==> src/hdl/ugpr_pkg.sv <==
// ugpr_pkg: constants shared by the user glyph pattern store design
// assumes: single 250 MHz clock domain, 8-bit host data path
package ugpr_pkg;
  // ==========================================================
  // store geometry
  localparam int STORE_DEPTH = 32;
  localparam int ADDR_W      = 5;
  localparam int DATA_W      = 8;
  localparam int DOT_W       = 5;
  localparam int ROW8_W      = 3;
  localparam int ROW12_W     = 4;
  localparam logic [3:0] ROW12_LAST = 4'hB;
  localparam logic [7:0] RESET_BYTE = 8'h00;
  localparam logic [4:0] RESET_ADDR = 5'h00;
  localparam logic [4:0] DOTS_DARK  = 5'h00;
  localparam logic [4:0] ADDR_STEP  = 5'h01;

  // ==========================================================
  // apb register map (byte addresses)
  localparam logic [7:0] REG_CTRL    = 8'h00; // bit0 enable, bit1 font12, bit2 down
  localparam logic [7:0] REG_ADDR    = 8'h04; // pattern address counter
  localparam logic [7:0] REG_DATA    = 8'h08; // pattern data port, steps address
  localparam logic [7:0] REG_STATUS  = 8'h0C; // bit0 set after a data read
  localparam int CTRL_EN    = 0;
  localparam int CTRL_FONT  = 1;
  localparam int CTRL_DOWN  = 2;
  localparam logic [2:0] CTRL_RESET = 3'h0;

  // ==========================================================
  // access engine states
  typedef enum logic [2:0] {
    UGPR_IDLE = 3'b001,
    UGPR_READ = 3'b010,
    UGPR_DONE = 3'b100
  } ugpr_state_t;
endpackage

==> src/hdl/ugpr_store.sv <==
// ugpr_store: 32 x 8 pattern memory, two registered read ports
// assumes: one clock, host port writes, display port only reads
`timescale 1ns/1ns
`default_nettype none
module ugpr_store
  import ugpr_pkg::*;
(
  input  wire logic              clk,    // system clock
  input  wire logic              we,     // host write strobe
  input  wire logic [ADDR_W-1:0] waddr,  // host address
  input  wire logic [DATA_W-1:0] wdata,  // host write byte
  output var  logic [DATA_W-1:0] hdata,  // host read byte
  input  wire logic [ADDR_W-1:0] raddr,  // display row address
  output var  logic [DATA_W-1:0] rdata   // display row byte
);
  logic [DATA_W-1:0] mem [STORE_DEPTH];

  always_ff @(posedge clk) begin
    if (we) begin
      mem[waddr] <= wdata;
    end
  end

  always_ff @(posedge clk) begin
    hdata <= mem[waddr];
  end

  always_ff @(posedge clk) begin
    rdata <= mem[raddr];
  end
endmodule
`default_nettype wire

==> src/hdl/ugpr_glyph_map.sv <==
// ugpr_glyph_map: character code and row to pattern address
// assumes: purely combinational, used by the display fetch path
`timescale 1ns/1ns
`default_nettype none
module ugpr_glyph_map
  import ugpr_pkg::*;
(
  input  wire logic              font12, // 1 = 5x12 font
  input  wire logic              enable, // user store enabled
  input  wire logic [7:0]        code,   // character code
  input  wire logic [3:0]        row,    // glyph row
  output logic                   use_ram,// glyph from user store
  output logic [ADDR_W-1:0]      addr,   // pattern address
  output logic                   shown   // row is a displayed one
);
  always_comb begin
    use_ram = enable && (code[7:4] == 4'h0);
    if (font12) begin
      addr  = {code[1], row};
      shown = (row <= ROW12_LAST);
    end else begin
      addr  = {code[1:0], row[2:0]};
      shown = 1'b1;
    end
  end
endmodule
`default_nettype wire

==> src/hdl/ugpr_top.sv <==
// ugpr_top: user glyph pattern store with apb access and display fetch
// assumes: apb master in the clk domain; display scanner gives code+row
`timescale 1ns/1ns
`default_nettype none
//
// Operation
// - the store holds 32 bytes, four 5x8 glyphs or two 5x12 glyphs.
// - user glyphs show only after the host enables the store.
// - when enabled, codes with upper nibble zero use the user store.
// - in 5x8 mode address bits 2..0 pick the row, bits 4..3 are code 1..0.
// - each write stores one row, host data bit n to pattern bit n.
// - a one bit lights its dot, a zero bit leaves it dark.
// - each store write steps the address by one in the set direction.
// - in 5x8 mode only bits 4..0 are shown, bits 7..5 stay storage.
// - 5x8 glyph choice ignores code bits 3 and 2.
// - in 5x12 mode address bits 3..0 pick the row, bit 4 is code bit 1.
// - in 5x12 mode rows 0..B show bits 4..0; rows C..F and bits 7..5 not.
// - 5x12 glyph choice ignores code bits 3, 2 and 0.
// - a data read returns the stored byte and steps the address.
module ugpr_top
  import ugpr_pkg::*;
(
  input  wire logic              clk,       // 250 MHz clock
  input  wire logic              rstn,      // async reset, active low
  input  wire logic              psel,      // apb select
  input  wire logic              penable,   // apb enable
  input  wire logic              pwrite,    // apb direction
  input  wire logic [7:0]        paddr,     // apb byte address
  input  wire logic [31:0]       pwdata,    // apb write data
  output logic      [31:0]       prdata,    // apb read data
  output logic                   pready,    // apb ready
  output logic                   pslverr,   // apb error
  input  wire logic [7:0]        disp_code, // character code to render
  input  wire logic [3:0]        disp_row,  // glyph row to render
  input  wire logic [4:0]        rom_dots,  // fixed glyph rom row dots
  output logic      [4:0]        dots,      // row dots to the display
  output logic                   dots_ram   // dots came from the store
);
  // ==========================================================
  // control registers
  logic [2:0]        ctrl;
  logic [ADDR_W-1:0] addr_cnt;
  logic              read_flag;
  ugpr_state_t       state;

  logic setup;
  logic wr_ctrl;
  logic wr_addr;
  logic wr_data;
  logic rd_data;
  logic mapped;
  logic step;
  logic [ADDR_W-1:0] next_addr;

  assign setup   = psel && !penable && state == UGPR_IDLE;
  assign mapped  = paddr == REG_CTRL || paddr == REG_ADDR ||
                   paddr == REG_DATA || paddr == REG_STATUS;
  assign wr_ctrl = setup && pwrite && paddr == REG_CTRL;
  assign wr_addr = setup && pwrite && paddr == REG_ADDR;
  assign wr_data = setup && pwrite && paddr == REG_DATA;
  assign rd_data = setup && !pwrite && paddr == REG_DATA;
  assign step    = wr_data || rd_data;

  always_comb begin
    if (ctrl[CTRL_DOWN]) begin
      next_addr = addr_cnt - ADDR_STEP;
    end else begin
      next_addr = addr_cnt + ADDR_STEP;
    end
  end

  always_ff @(posedge clk or negedge rstn) begin
    if (!rstn) begin
      ctrl <= CTRL_RESET;
    end else if (wr_ctrl) begin
      ctrl <= pwdata[2:0];
    end
  end

  // ==========================================================
  // address counter: loaded by software, stepped by data access
  always_ff @(posedge clk or negedge rstn) begin
    if (!rstn) begin
      addr_cnt <= RESET_ADDR;
    end else if (wr_addr) begin
      addr_cnt <= pwdata[ADDR_W-1:0];
    end else if (step) begin
      addr_cnt <= next_addr;
    end
  end

  // set on a data read; the host must reload a display address after
  always_ff @(posedge clk or negedge rstn) begin
    if (!rstn) begin
      read_flag <= 1'b0;
    end else if (rd_data) begin
      read_flag <= 1'b1;
    end else if (setup && pwrite && paddr == REG_STATUS) begin
      read_flag <= 1'b0;
    end
  end

  // ==========================================================
  // pattern store
  logic [DATA_W-1:0] host_byte;
  logic [DATA_W-1:0] row_byte;
  logic [ADDR_W-1:0] map_addr;
  logic              map_ram;
  logic              map_shown;

  ugpr_store u_store (
    .clk   (clk),
    .we    (wr_data),
    .waddr (addr_cnt),
    .wdata (pwdata[DATA_W-1:0]),
    .hdata (host_byte),
    .raddr (map_addr),
    .rdata (row_byte)
  );

  ugpr_glyph_map u_map (
    .font12  (ctrl[CTRL_FONT]),
    .enable  (ctrl[CTRL_EN]),
    .code    (disp_code),
    .row     (disp_row),
    .use_ram (map_ram),
    .addr    (map_addr),
    .shown   (map_shown)
  );

  // ==========================================================
  // apb engine: writes and register reads answer in the access cycle, data reads one later
  always_ff @(posedge clk or negedge rstn) begin
    if (!rstn) begin
      state <= UGPR_IDLE;
    end else begin
      case (state)
        UGPR_IDLE: begin
          if (setup) begin
            state <= (rd_data) ? UGPR_READ : UGPR_DONE;
          end
        end
        UGPR_READ: state <= UGPR_DONE;
        UGPR_DONE: state <= UGPR_IDLE;
        default:   state <= UGPR_IDLE;
      endcase
    end
  end

  logic [31:0] rd_mux;
  always_comb begin
    case (paddr)
      REG_CTRL:   rd_mux = {29'h0, ctrl};
      REG_ADDR:   rd_mux = {27'h0, addr_cnt};
      REG_DATA:   rd_mux = {24'h0, host_byte};
      REG_STATUS: rd_mux = {31'h0, read_flag};
      default:    rd_mux = 32'h0000_0000;
    endcase
  end

  always_ff @(posedge clk or negedge rstn) begin
    if (!rstn) begin
      pready  <= 1'b0;
      pslverr <= 1'b0;
      prdata  <= 32'h0000_0000;
    end else begin
      pready  <= (state == UGPR_IDLE && setup && !rd_data) ||
                 state == UGPR_READ;
      pslverr <= (state == UGPR_IDLE && setup && !mapped);
      if (state == UGPR_READ || (setup && !rd_data && !pwrite)) begin
        prdata <= rd_mux;
      end
    end
  end

  // ==========================================================
  // display fetch: dots two cycles behind code and row
  logic ram_q;
  logic shown_q;
  always_ff @(posedge clk or negedge rstn) begin
    if (!rstn) begin
      ram_q   <= 1'b0;
      shown_q <= 1'b0;
    end else begin
      ram_q   <= map_ram;
      shown_q <= map_shown;
    end
  end

  always_ff @(posedge clk or negedge rstn) begin
    if (!rstn) begin
      dots     <= DOTS_DARK;
      dots_ram <= 1'b0;
    end else if (ram_q) begin
      dots_ram <= 1'b1;
      if (shown_q) begin
        dots <= row_byte[DOT_W-1:0];
      end else begin
        dots <= DOTS_DARK;
      end
    end else begin
      dots_ram <= 1'b0;
      dots     <= rom_dots;
    end
  end
endmodule
`default_nettype wire

==> config.mk <==
export PLATFORM = sky130hd
export DESIGN_NAME = ugpr_top
export DESIGN_NICKNAME = d
export VERILOG_FILES = /design/src/hdl/ugpr_pkg.sv /design/src/hdl/ugpr_store.sv /design/src/hdl/ugpr_glyph_map.sv /design/src/hdl/ugpr_top.sv
export SDC_FILE = /design/constraint.sdc
export NUM_CORES = 1
export LEC_CHECK = 0
export ABC_AREA = 1
export CAP_MARGIN = 20
export CORE_UTILIZATION = 50
export CTS_CLUSTER_DIAMETER = 30
export DETAILED_ROUTE_END_ITERATION = 8
export DONT_BUFFER_PORTS = 1
export PLACE_DENSITY_LB_ADDON = 0.3
export REMOVE_ABC_BUFFERS = 1
export SLEW_MARGIN = 5
export SYNTH_ARGS = -nofsm -noshare
export SYNTH_HDL_FRONTEND = slang
export SYNTH_SLANG_ARGS = --single-unit
export TNS_END_PERCENT = 100
==> constraint.sdc <==
create_clock -name clk -period 2.9 [get_ports clk]
set_input_delay 0.435 -clock clk [delete_from_list [all_inputs] [get_ports clk]]
set_output_delay 0.435 -clock clk [all_outputs]
set_load 0.1 [all_outputs]
After elaboration in Yosys (flattened, before gate mapping)
Memory sizes are Yosys's and may differ from the RTL's. A register that Yosys moved wholly into a read port is not among the register bits.
Index checks and enable logic that the tools add are counted.
- memories: 1
- memory bits (writable): 256
- input bits: 62
- word-level logic and storage cells: 66
- register bits after elaboration: 54
- muxes and demuxes: 16
- reductions and logical operators: 29
- magnitude comparators: 1
- eq/ne operators: 6
- $add $sub $neg: 2
- memory list (name ; depth ; bits a word ; rd ports ; clocked after Yosys merged registers in ; write ports ; line ; text):
    u_store.mem ; 32 ; 8 ; 2 ; 2 ; 1 ; ugpr_store.sv:16 ; logic [DATA_W-1:0] mem [STORE_DEPTH];
- operators by type and width (cell ; count):
    $pmux W8 S4 ; 1
    $mux W5 ; 5
    $eq A8 B4 Y1 const B ; 2
    $logic_and A1 B1 Y1 ; 15
    $eq A8 B3 Y1 const B ; 1
    $logic_not A8 Y1 ; 1
    $logic_or A1 B1 Y1 ; 6
    $mux W1 ; 6
    $mux W3 ; 2
    $pmux W3 S2 ; 1
    $add A5 B1 Y5 const B ; 1
    $sub A5 B1 Y5 const B ; 1
    $le A4 B4 Y1 const B ; 1
    $logic_not A1 Y1 ; 4
    $logic_not A4 Y1 ; 1
    $mux W4 ; 1
    $reduce_bool A2 Y1 ; 2
    $eq A3 B1 Y1 const B ; 1
    $eq A3 B2 Y1 const B ; 1
    $ne A2 B2 Y1 const B ; 1

Depth between registers and ports, before layout
Gate-level depths: netlist of the first run.
- depth after elaboration: 9
- depth in mapped cells: 11
- depth with buffers taken out: 9

By module
Synthesis of the first run repeated with hierarchy kept, for this count alone.
- cells, all modules: 1662
- area total of the unflattened synthesis: 14891.8 µm²
- modules (own cells, without submodules) (module ; cells each ; times used ; sequential area each (µm²) ; area each (µm²)):
    ugpr_store ; 1414 ; 1 ; 8007.7 ; 12977.4
    ugpr_top ; 234 ; 1 ; 752.0 ; 1844.3
    ugpr_glyph_map ; 14 ; 1 ; 0.0 ; 70.1

Worst setup path before layout of the first run
No wires, ideal clock.
- path type: reg-to-reg
- start: reg state[0]
- end: mem u_store.mem[0][0] (enable)
- slack: 0.977 ns
- cell stages (with the launch flop): 7
- period minus slack after synthesis: 1.923 ns
- data arrival time: 1.553 ns
- library setup time: 0.370 ns
- cells stage by stage: dfstp_2 > nand3b_1 > nor2_2 > nand2_2 > nor2_4 > nand2_2 > nor2_1
- word-level cells in the longest chain between the ends: 6
- RTL lines (item ; line ; text):
    from (decl) ; ugpr_top.sv:44 ; ugpr_state_t state;
    from (signal assigned) ; ugpr_top.sv:140 ; state <= (rd_data) ? UGPR_READ : UGPR_DONE;
    $eq A3 B1 Y1 ; ugpr_top.sv:55 ; assign setup = psel && !penable && state == UGPR_IDLE;
    $logic_and A1 B1 Y1 ; ugpr_top.sv:55 ;
    $logic_and A1 B1 Y1 (2 in series) ; ugpr_top.sv:60 ; assign wr_data = setup && pwrite && paddr == REG_DATA;
    $mux W1 ; ugpr_store.sv:19 ; if (we) begin
    $mux W1 (implied by the code) ; ugpr_store.sv:20 ; mem[waddr] <= wdata;
    to (decl) ; ugpr_store.sv:16 ;
No other way between the ends.

Final worst setup path of the first run
- start: reg state[0]
- end: mem u_store.mem[13][6] (enable)
The elaborated chain is that of the path after synthesis.

==> impl_metrics.json, run 1 <==
{
  "min_period_ns": 2.330,
  "cts_tree": "done",
  "wl_met2_mm": 17.32,
  "fmax_mhz": 429.2,
  "setup_slack_ns": 0.5700,
  "yosys_warnings": 0,
  "coreArea_um2": 26350,
  "final_util_pct": 61.84,
  "antenna_cells": 0,
  "initial_core_util_pct": 51.54,
  "clk_pin_slew_ns": 0.05,
  "ys_seq_area_share_pct": 64.05,
  "ctsRootBufferMaster": "clkbuf_16",
  "final_common_cell": "nand2_1",
  "cpPeakStageDelay_ns": 0.52,
  "grt_max_degree": 82,
  "syn_avg_cell_area_um2": 9.687,
  "place_congestion": 0.8644,
  "pin_count": 102,
  "grtUsageTotal_pct": 27.63,
  "portBuffers": 0,
  "ctsHoldBuffers": 18,
  "final_cell_mix": "nand2_1 (647), edfxtp_1 (256), nand3_1 (147), nand4_1 (65), clkbuf_16 (57)",
  "p_per_area_nw_per_um2": 742.0,
  "antenna_found_initial": 0,
  "clk-insertion-delay-late_ns": 0.57,
  "die_h_um": 166.8,
  "worstSetupPathType": "flop to flop",
  "die_w_um": 166.8,
  "synth_compound_area_share_pct": 0.6633,
  "synthMuxAreaShare_pct": 0,
  "synth_cells": 1402,
  "cp-end-kind": "flop",
  "final_nets": 1533,
  "cp_max_fo": 8,
  "worst_ep_required_time_ns": 3.16,
  "drt_iter0_markers": 1183,
  "cts.path.max_buffers": 3,
  "finalHoldViolCount": 0,
  "hold_ws_ns": 0.006474,
  "hold_path.class": "input pin to flop",
  "post-place-ws_ns": 0.6193,
  "slew_headroom_pct": 39.61,
  "rsz0062_at_grt": "false",
  "clock_sinks": 299,
  "ys_seq_elements": 299,
  "synth_xor_area_share_pct": 0.1290,
  "drive_gt1_share_pct": 12.09,
  "grt_first_pass_wirelength_mm": 57.75,
  "first_pass_iters": 5,
  "synth.distinct_cells": 32,
  "syn_area_um2": 13580,
  "fin_crit_sh_pct": 80.34,
  "synth_top_family_by_area": "simple AND/OR/NAND/NOR gates",
  "vias": 10540,
  "cp_cell_sequence": "nand3b_1, nor2_2, nand2_2, nor2_4, nand2_2, nor2_1, buf_4",
  "met3WireLength_mm": 4.639,
  "crit_top_cell": "nand2_2",
  "leakagePower_nw": 6.443,
  "finClkSkew_ns": 0.02807,
  "htree_levels": 2,
  "synth-adder-area-share_pct": 0.4238,
  "peakVddDrop_v": 0.0004347,
  "outcome": "finished clean",
  "setup_viol": 0,
  "drv_cap": 0,
  "cts_buffers": 57,
  "first_global_vias": 10340,
  "yosys.area_share.simple_pct": 29.61,
  "dp_hpwl_mm": 21.81,
  "via_per_inst": 5.700,
  "areaGrowthSynthToFinish_pct": 20.00,
  "num_rows": 59,
  "wl_per_cell_um": 20.50,
  "cp-start-kind": "flop",
  "drt-met1-wl_mm": 14.74,
  "cp.arrival_ns": 2.59,
  "overflow": 0,
  "die_area_um2": 27830,
  "cts_setup_buffers": 0,
  "ctsResizeCount": 0,
  "maxSlewViolCount": 0,
  "dr.max_layer_used": "met4",
  "worst_pin_slew_ns": 0.9058,
  "drc": 0,
  "drt_wl_total_mm": 37.90,
  "cp_slowest_cell": "dfstp_2",
  "ant_nets": 0
}
cell usage after synthesis:
library cell	n	area [um2]
xor2_1	1	8.760
dfxtp_1	13	260.3
nor2_4	4	45.04
nor3_1	1	5.000
nor4_1	2	12.51
a21oi_1	3	15.01
o21ai_0	12	60.06
nand3_1	147	735.7
buf_2	31	155.2
buf_4	41	307.8
dfstp_2	1	26.28
nor2_2	3	18.77
inv_2	3	11.26
ha_1	3	37.54
nor2_1	58	217.7
nand4_1	65	406.6
nand3b_1	2	15.01
clkbuf_1	11	41.29
inv_1	41	153.9
edfxtp_1	256	7687
nand2_1	647	2429
or2_2	1	6.260
nor3_2	8	80.08
buf_1	5	18.77
clkinv_1	1	3.750
dfrtp_1	29	725.7
nand2_2	7	43.79
fa_1	1	20.02
or2_0	1	6.260
conb_1	1	3.750
xnor2_1	1	8.760
o211ai_1	2	15.01
flip-flops by register name, summed over array words and instances, names as in the netlist:
name           cells
u_store.mem      256
shown_q            1
u_store.rdata      5
dots               5
ctrl               3
pready             1
pslverr            1
state              3
addr_cnt           5
dots_ram           1
read_flag          1
prdata             8
ram_q              1
u_store.hdata      8
through the flow:
step	TNS [ns]	instance area, um2	total power, mW	cells
final	0	16300	12.09	1849
after global routing	0	16300	12.38	1849
after CTS	0	16280	12.12	1848
after detailed placement	0	14030	5.322	1724
after global placement	0	14030	5.316	1724
after floorplan	-89.61	13150	5.199	1337
worst paths after layout:
path / depth (start not counted) / endpoint / slack [ns] / startpoint
setup / recovery: 7 / u_store.mem[13][6] / 0.57 / state[0]
hold / removal: 2 / dots[4] / 0.006 / rom_dots[4]
setup reg to reg: 7 / u_store.mem[13][6] / 0.57 / state[0]
hold reg to reg: 2 / prdata[6] / 0.43 / u_store.hdata[6]
max in group asynchronous: 2 / state[0] / 2.35 / rstn
min in group asynchronous: 2 / pready / 0.31 / rstn
logic make-up after synthesis:
kind of cell | count (synthesis)
AOI/OAI and AO/OA | 17
xor gates and xnor gates | 2
adders and majority gates | 4
other | 1
DFF | 299
buffers and inverters | 133
and+or+nand+nor | 946
critical path, delay by kind of cell (launching register included):
family | cells | cell delay [ns]
simple gates | 6 | 1.27
flops | 1 | 0.52
buf+inv | 1 | 0.23
where the power goes:
| part | internal, mW | leakage (nW) | total [mW] | switching [mW] |
|---|---|---|---|---|
| logic | 0.146 | 2.70 | 0.597 | 0.451 |
| registers | 4.70 | 2.80 | 4.76 | 0.0570 |
| clock network | 4.50 | 0.940 | 6.74 | 2.23 |
| total | 9.35 | 6.44 | 12.1 | 2.74 |
layer usage:
layer  GRT usage [%]  vias up
li1                -     4812
met1           37.81     4957
met2           42.71      673
met3           5.965       97
met4           12.04        0
met5               0        -
final cells by class:
| type | count | area (um2) |
|---|---|---|
| clock inverter | 43 | 541.8 |
| fill | 2070 | 10060 |
| clock buffer | 63 | 1449 |
| timing repair buffer | 71 | 728.2 |
| multi-input combinational | 993 | 4292 |
| tap | 335 | 419.2 |
| sequential | 299 | 8700 |
| inverter | 45 | 168.9 |
No activity file was read; power rests on OpenSTA's default activity.
==> inputs of run 2 (changes only) <==
==> constraint.sdc (replaced) <==
create_clock -name clk -period 2 [get_ports clk]
set_input_delay 0.3 -clock clk [delete_from_list [all_inputs] [get_ports clk]]
set_output_delay 0.3 -clock clk [all_outputs]
set_load 0.1 [all_outputs]
==> run 2 against run 1 <==
Effect of this change:
- the flow now finishes with violations (setup timing)
- total power rose by 61%
- fmax rose by 14%
- via count rose by 4.9%
- worst hold slack improved by 0.037 ns
- global-route usage rose by 1.4 points
- utilization rose by 3.0 points
==> impl_metrics.json, run 2 (synthesis results as in run 1) <==
{
  "worst_ep_required_time_ns": 2.26,
  "top_regs": "u_store.mem: 256 flops, prdata: 8 flops, u_store.hdata: 8 flops",
  "multiInputGateArea_um2": 4297,
  "worstSetupPathType": "flop to flop",
  "overflow": 0,
  "cts_setup_buffers": 0,
  "finClkSkew_ns": 0.01183,
  "first_global_vias": 10800,
  "switchingPower_mw": 4.493,
  "place_congestion": 0.8984,
  "min_period_ns": 2.040,
  "drt_wl_total_mm": 39.57,
  "fin_crit_sh_pct": 102.0,
  "clk_pin_slew_ns": 0.05,
  "portBuffers": 0,
  "violations": "setup timing",
  "setup_slack_ns": -0.04004,
  "outcome": "complete, but fails checks",
  "grtUsageTotal_pct": 29.04,
  "crit_top_cell": "nand2_2",
  "power_frac_comb_pct": 5.2,
  "finalHoldViolCount": 0,
  "die_w_um": 166.8,
  "wl_per_cell_um": 20.71,
  "pin_count": 102,
  "ctsRootBufferMaster": "clkbuf_16",
  "ff2ff_setup_slack_ns": -0.04,
  "finalPower_mw": 19.42,
  "power_switching_share_pct": 23.13,
  "clk-insertion-delay-late_ns": 0.56,
  "peakVddDrop_v": 0.0007239,
  "intPower_mw": 14.93,
  "final_common_cell": "nand2_1",
  "cp-end-kind": "flop",
  "die_h_um": 166.8,
  "num_rows": 59,
  "dp_hpwl_mm": 23.47,
  "cpPeakStageDelay_ns": 0.52,
  "hold_path.class": "input pin to flop",
  "rsz0062_at_grt": "true",
  "clock_sinks": 299,
  "via_per_inst": 5.791,
  "seqCellArea_um2": 8700,
  "grt_max_degree": 82,
  "cp_cell_sequence": "nand3b_1, nor2_2, nand2_2, nor2_4, nand2_2, nor2_1, buf_4",
  "cp_top_family": "simple AND/OR/NAND/NOR gates",
  "crit-reg2reg-launch": "state[0]",
  "cts_tree": "done",
  "first_pass_iters": 5,
  "drive_gt1_share_pct": 15.94,
  "cp_slowest_cell": "dfstp_2",
  "setup_viol": 48,
  "vias": 11060,
  "final_cell_mix": "nand2_1 (647), edfxtp_1 (256), nand3_1 (147), buf_4 (84), clkbuf_16 (71)",
  "drc": 0,
  "worstPathBufferInverterCount": 1,
  "drt_iter0_markers": 1369,
  "antenna_found_initial": 0,
  "cp_max_fo": 8,
  "die_area_um2": 27830,
  "final_nets": 1587,
  "hold_start": "paddr[0]",
  "grt_first_pass_wirelength_mm": 60.78,
  "cp-startpoint": "state[0]",
  "leakagePower_nw": 6.894,
  "coreArea_um2": 26350,
  "ant_nets": 0,
  "cp.arrival_ns": 2.30,
  "largest_reg_flops": 256,
  "cp-start-kind": "flop",
  "cts_buffers": 68,
  "drv_cap": 0,
  "cts.path.max_buffers": 3,
  "areaGrowthSynthToFinish_pct": 25.90,
  "fill_cells": 1937,
  "hold_ws_ns": 0.04387,
  "initial_core_util_pct": 51.54,
  "p_seq_share_pct": 35.2,
  "maxSlewViolCount": 0,
  "antenna_cells": 0,
  "fmax_mhz": 490.2,
  "p_clk_share_pct": 59.6,
  "htree_levels": 3,
  "largest_register": "u_store.mem",
  "p_per_area_nw_per_um2": 1136
}
==> run 2: layout make-up <==
class / count / area share [%]
Clock buffer: 80 / 10.82
Clock inverter: 44 / 3.234
Inverter: 45 / 0.9879
Multi-Input combinational cell: 993 / 25.13
Sequential cell: 299 / 50.88
Tap cell: 335 / 2.451
Timing Repair Buffer: 114 / 6.498
==> run 2: layer usage <==
layer  up-vias  part of all wire [%]  GRT usage [%]
met5         -                     0              0
met4         0                   3.3          13.20
met3       117                    12          7.272
met2       790                    45          44.67
met1      5214                    39          39.00
li1       4939                     -              -
==> run 2: repair_timing <==
item	4_1_cts	5_1_grt
hold buffers	21	0
endpoints found under the setup margin	0	176
hold endpoints to repair	310	0
resized for setup	0	1
==> run 2: path summary, 6_finish.rpt <==
| check | to | cells after the start |
|---|---|---|
| worst max-delay path | u_store.mem[14][2] | 7 |
| worst min-delay path | read_flag | 4 |
| worst max register to register | u_store.mem[14][2] | 7 |
| worst min register to register | prdata[5] | 2 |
| max in group asynchronous | state[0] | 2 |
| min in group asynchronous | ctrl[2] | 2 |
==> run 2: stage by stage <==
stage | utilization, % | TNS (ns) | setup slack (ns) | instance area, um2 | instances
finish | 64.88 | -0.7937 | -0.04004 | 17100 | 1910
global route | 64.88 | -10.93 | -0.1130 | 17100 | 1910
CTS | 64.86 | 0 | 0.01036 | 17090 | 1910
detailed placement | 54.60 | 0 | 0.03542 | 14390 | 1765
global placement | 54.60 | 0 | 0.04826 | 14390 | 1765
floorplan | - | -275.01 | -1.597 | 13150 | 1337
==> run 2: worst register-to-register path, delay by kind of cell, from the launching register on <==
family / cells / cell delay (ns)
buffers and inverters: 1 / 0.22
DFF: 1 / 0.52
and+or+nand+nor: 6 / 1.00
==> run 2: power by group through the flow <==
stage                     clock, mW  combinational [mW]  sequential (mW)
after global placement            0               0.797             6.95
after global routing           12.0                1.07             6.83
after floorplan                   0               0.527             7.01
final                          11.6                1.01             6.84
after detailed placement          0               0.804             6.95
after CTS                      11.6               0.989             6.84
==> inputs of run 3 (changes only) <==
--- a/config.mk
+++ b/config.mk
@@ -7,6 +7,7 @@
 export LEC_CHECK = 0
 export ABC_AREA = 1
 export CAP_MARGIN = 20
+export CORE_MARGIN = 2
 export CORE_UTILIZATION = 50
 export CTS_CLUSTER_DIAMETER = 30
 export DETAILED_ROUTE_END_ITERATION = 8
==> run 3 against run 2 <==
Effect of this change:
- highest routed layer is now met5
- cell count fell by 0.52%
- clock power fell by 18%
- wire length fell by 3.7%
- worst setup slack improved by 0.043 ns
- combinational power barely moved
- largest cell class unchanged
- sequential power barely moved
- flip-flop and latch count did not move
- die area rose by 2.4%
- the run now ends clean
- worst hold slack improved by 0.010 ns
- final area fell by 2.6%
- sequential share of layout area rose by 1.4 points
- first-iteration DRC count rose by 10%
==> impl_metrics.json, run 3 (synthesis results as in run 1) <==
{
  "worstPathBufferInverterCount": 1,
  "clk-insertion-delay-late_ns": 0.57,
  "crit-reg2reg-launch": "state[0]",
  "leakagePower_nw": 6.688,
  "hold_start": "pwdata[7]",
  "die_w_um": 168.8,
  "worst_ep_required_time_ns": 2.27,
  "finClkSkew_ns": 0.02302,
  "outcome": "finished clean",
  "grt_max_degree": 82,
  "fin_cells": 1900,
  "ctsRootBufferMaster": "clkbuf_16",
  "drv_cap": 0,
  "overflow": 0,
  "first_global_vias": 10260,
  "finalSetupTns_ns": 0,
  "ant_nets": 0,
  "fin_crit_sh_pct": 99.83,
  "clk_pin_slew_ns": 0.05,
  "worstSetupPathType": "flop to flop",
  "cp-start-kind": "flop",
  "finalPower_mw": 17.35,
  "r2r_end": "u_store.mem[1][1]",
  "antenna_cells": 0,
  "cp_top_family": "simple AND/OR/NAND/NOR gates",
  "fill_cells": 2045,
  "vias": 10820,
  "fmax_mhz": 500.9,
  "die_area_um2": 28500,
  "place_congestion": 0.9077,
  "final_util_pct": 62.14,
  "drt_wl_total_mm": 38.10,
  "top_regs": "u_store.mem: 256 flops, prdata: 8 flops, u_store.hdata: 8 flops",
  "dp_hpwl_mm": 23.48,
  "areaGrowthSynthToFinish_pct": 22.63,
  "cts_tree": "done",
  "hold_path.class": "input pin to flop",
  "setup_slack_ns": 0.003459,
  "coreArea_um2": 26800,
  "cp_slowest_cell": "dfstp_2",
  "finalHoldViolCount": 0,
  "fin_area_um2": 16650,
  "p_per_area_nw_per_um2": 1042,
  "wl_per_cell_um": 20.05,
  "cp.depth": 7,
  "drc": 0,
  "peakVddDrop_v": 0.0007670,
  "via_per_inst": 5.694,
  "drt_iter0_markers": 1506,
  "hold_ws_ns": 0.05423,
  "pin_count": 102,
  "reg2reg_depth": 7,
  "antenna_found_initial": 2,
  "largest_register": "u_store.mem",
  "ff2ff_setup_slack_ns": 0.003,
  "crit_end": "u_store.mem[1][1]",
  "final_common_cell": "nand2_1",
  "dp.cells": 1772,
  "first_pass_iters": 6,
  "cp-startpoint": "state[0]",
  "grt_first_pass_wirelength_mm": 57.85,
  "largest_reg_flops": 256,
  "setup_viol": 0,
  "clock_sinks": 299,
  "drive_gt1_share_pct": 15.14,
  "portBuffers": 0,
  "rsz0062_at_grt": "true",
  "maxSlewViolCount": 0,
  "die_h_um": 168.8,
  "crit_top_cell": "nand2_2",
  "cp_cell_sequence": "nand3b_1, nor2_2, nand2_2, nor2_4, nand2_2, nor2_1, buf_4",
  "post-place-ws_ns": 0.02744,
  "final_cell_mix": "nand2_1 (647), edfxtp_1 (256), nand3_1 (147), buf_4 (85), nand4_1 (65)",
  "num_rows": 60,
  "cpPeakStageDelay_ns": 0.53,
  "htree_levels": 2,
  "min_period_ns": 1.997,
  "slew_headroom_pct": 66.59,
  "final_nets": 1577,
  "worst_pin_slew_ns": 0.4993,
  "placed_area_um2": 14410,
  "initial_core_util_pct": 50.68,
  "cp-end-kind": "flop",
  "grtUsageTotal_pct": 26.88,
  "cp.arrival_ns": 2.27,
  "cts.path.max_buffers": 3,
  "cts_buffers": 57,
  "cp_max_fo": 8
}
run 3: changes by cell type in the layout (fill, tap and decap cells not counted), sizes merged:
cell,delta
clkbuf,-20
inv,+10
bufinv,-4
clkinvlp,-4
buf,+1
clkinv,+1
run 3: power breakdown:
part	internal [mW]	switching, mW	total [mW]
sequential	6.81	0.0166	6.83
clock	6.04	3.48	9.52
combinational	0.250	0.747	0.997
run 3: layout make-up:
type	instances	area, um2	share of cell area, %
Tap cell	341	426.7	2.562
Multi-Input combinational cell	993	4292	25.77
Inverter	45	168.9	1.014
Sequential cell	299	8701	52.24
Clock inverter	47	510.5	3.065
Timing Repair Buffer	115	1119	6.716
Clock buffer	60	1438	8.632
run 3: timing repair:
item	CTS	global route
hold endpoints to repair	310	0
setup buffers	0	0
setup endpoints to repair	0	93
gates resized for setup	0	1
hold buffers	21	0
run 3: worst min-delay path by stage:
stage / to / slack, ns / cells after the start
3_5_place_dp: prdata[6] / 0.005 / 0
4_1_cts: u_store.mem[30][5] / 0.04 / 1
3_3_place_gp: prdata[6] / 0.005 / 0
2_1_floorplan: addr_cnt[0] / 0.004 / 0
6_report: u_store.mem[14][7] / 0.05 / 1
5_1_grt: u_store.mem[13][4] / 0.06 / 1
run 3: metal layers:
layer | up-vias | global-route usage [%] | share of wire (%)
met1 | 5053 | 36.63 | 39
met2 | 697 | 42.87 | 46
met3 | 138 | 5.495 | 11
met5 | - | 0 | 0.031
met4 | 2 | 10.16 | 3.7
li1 | 4929 | - | -
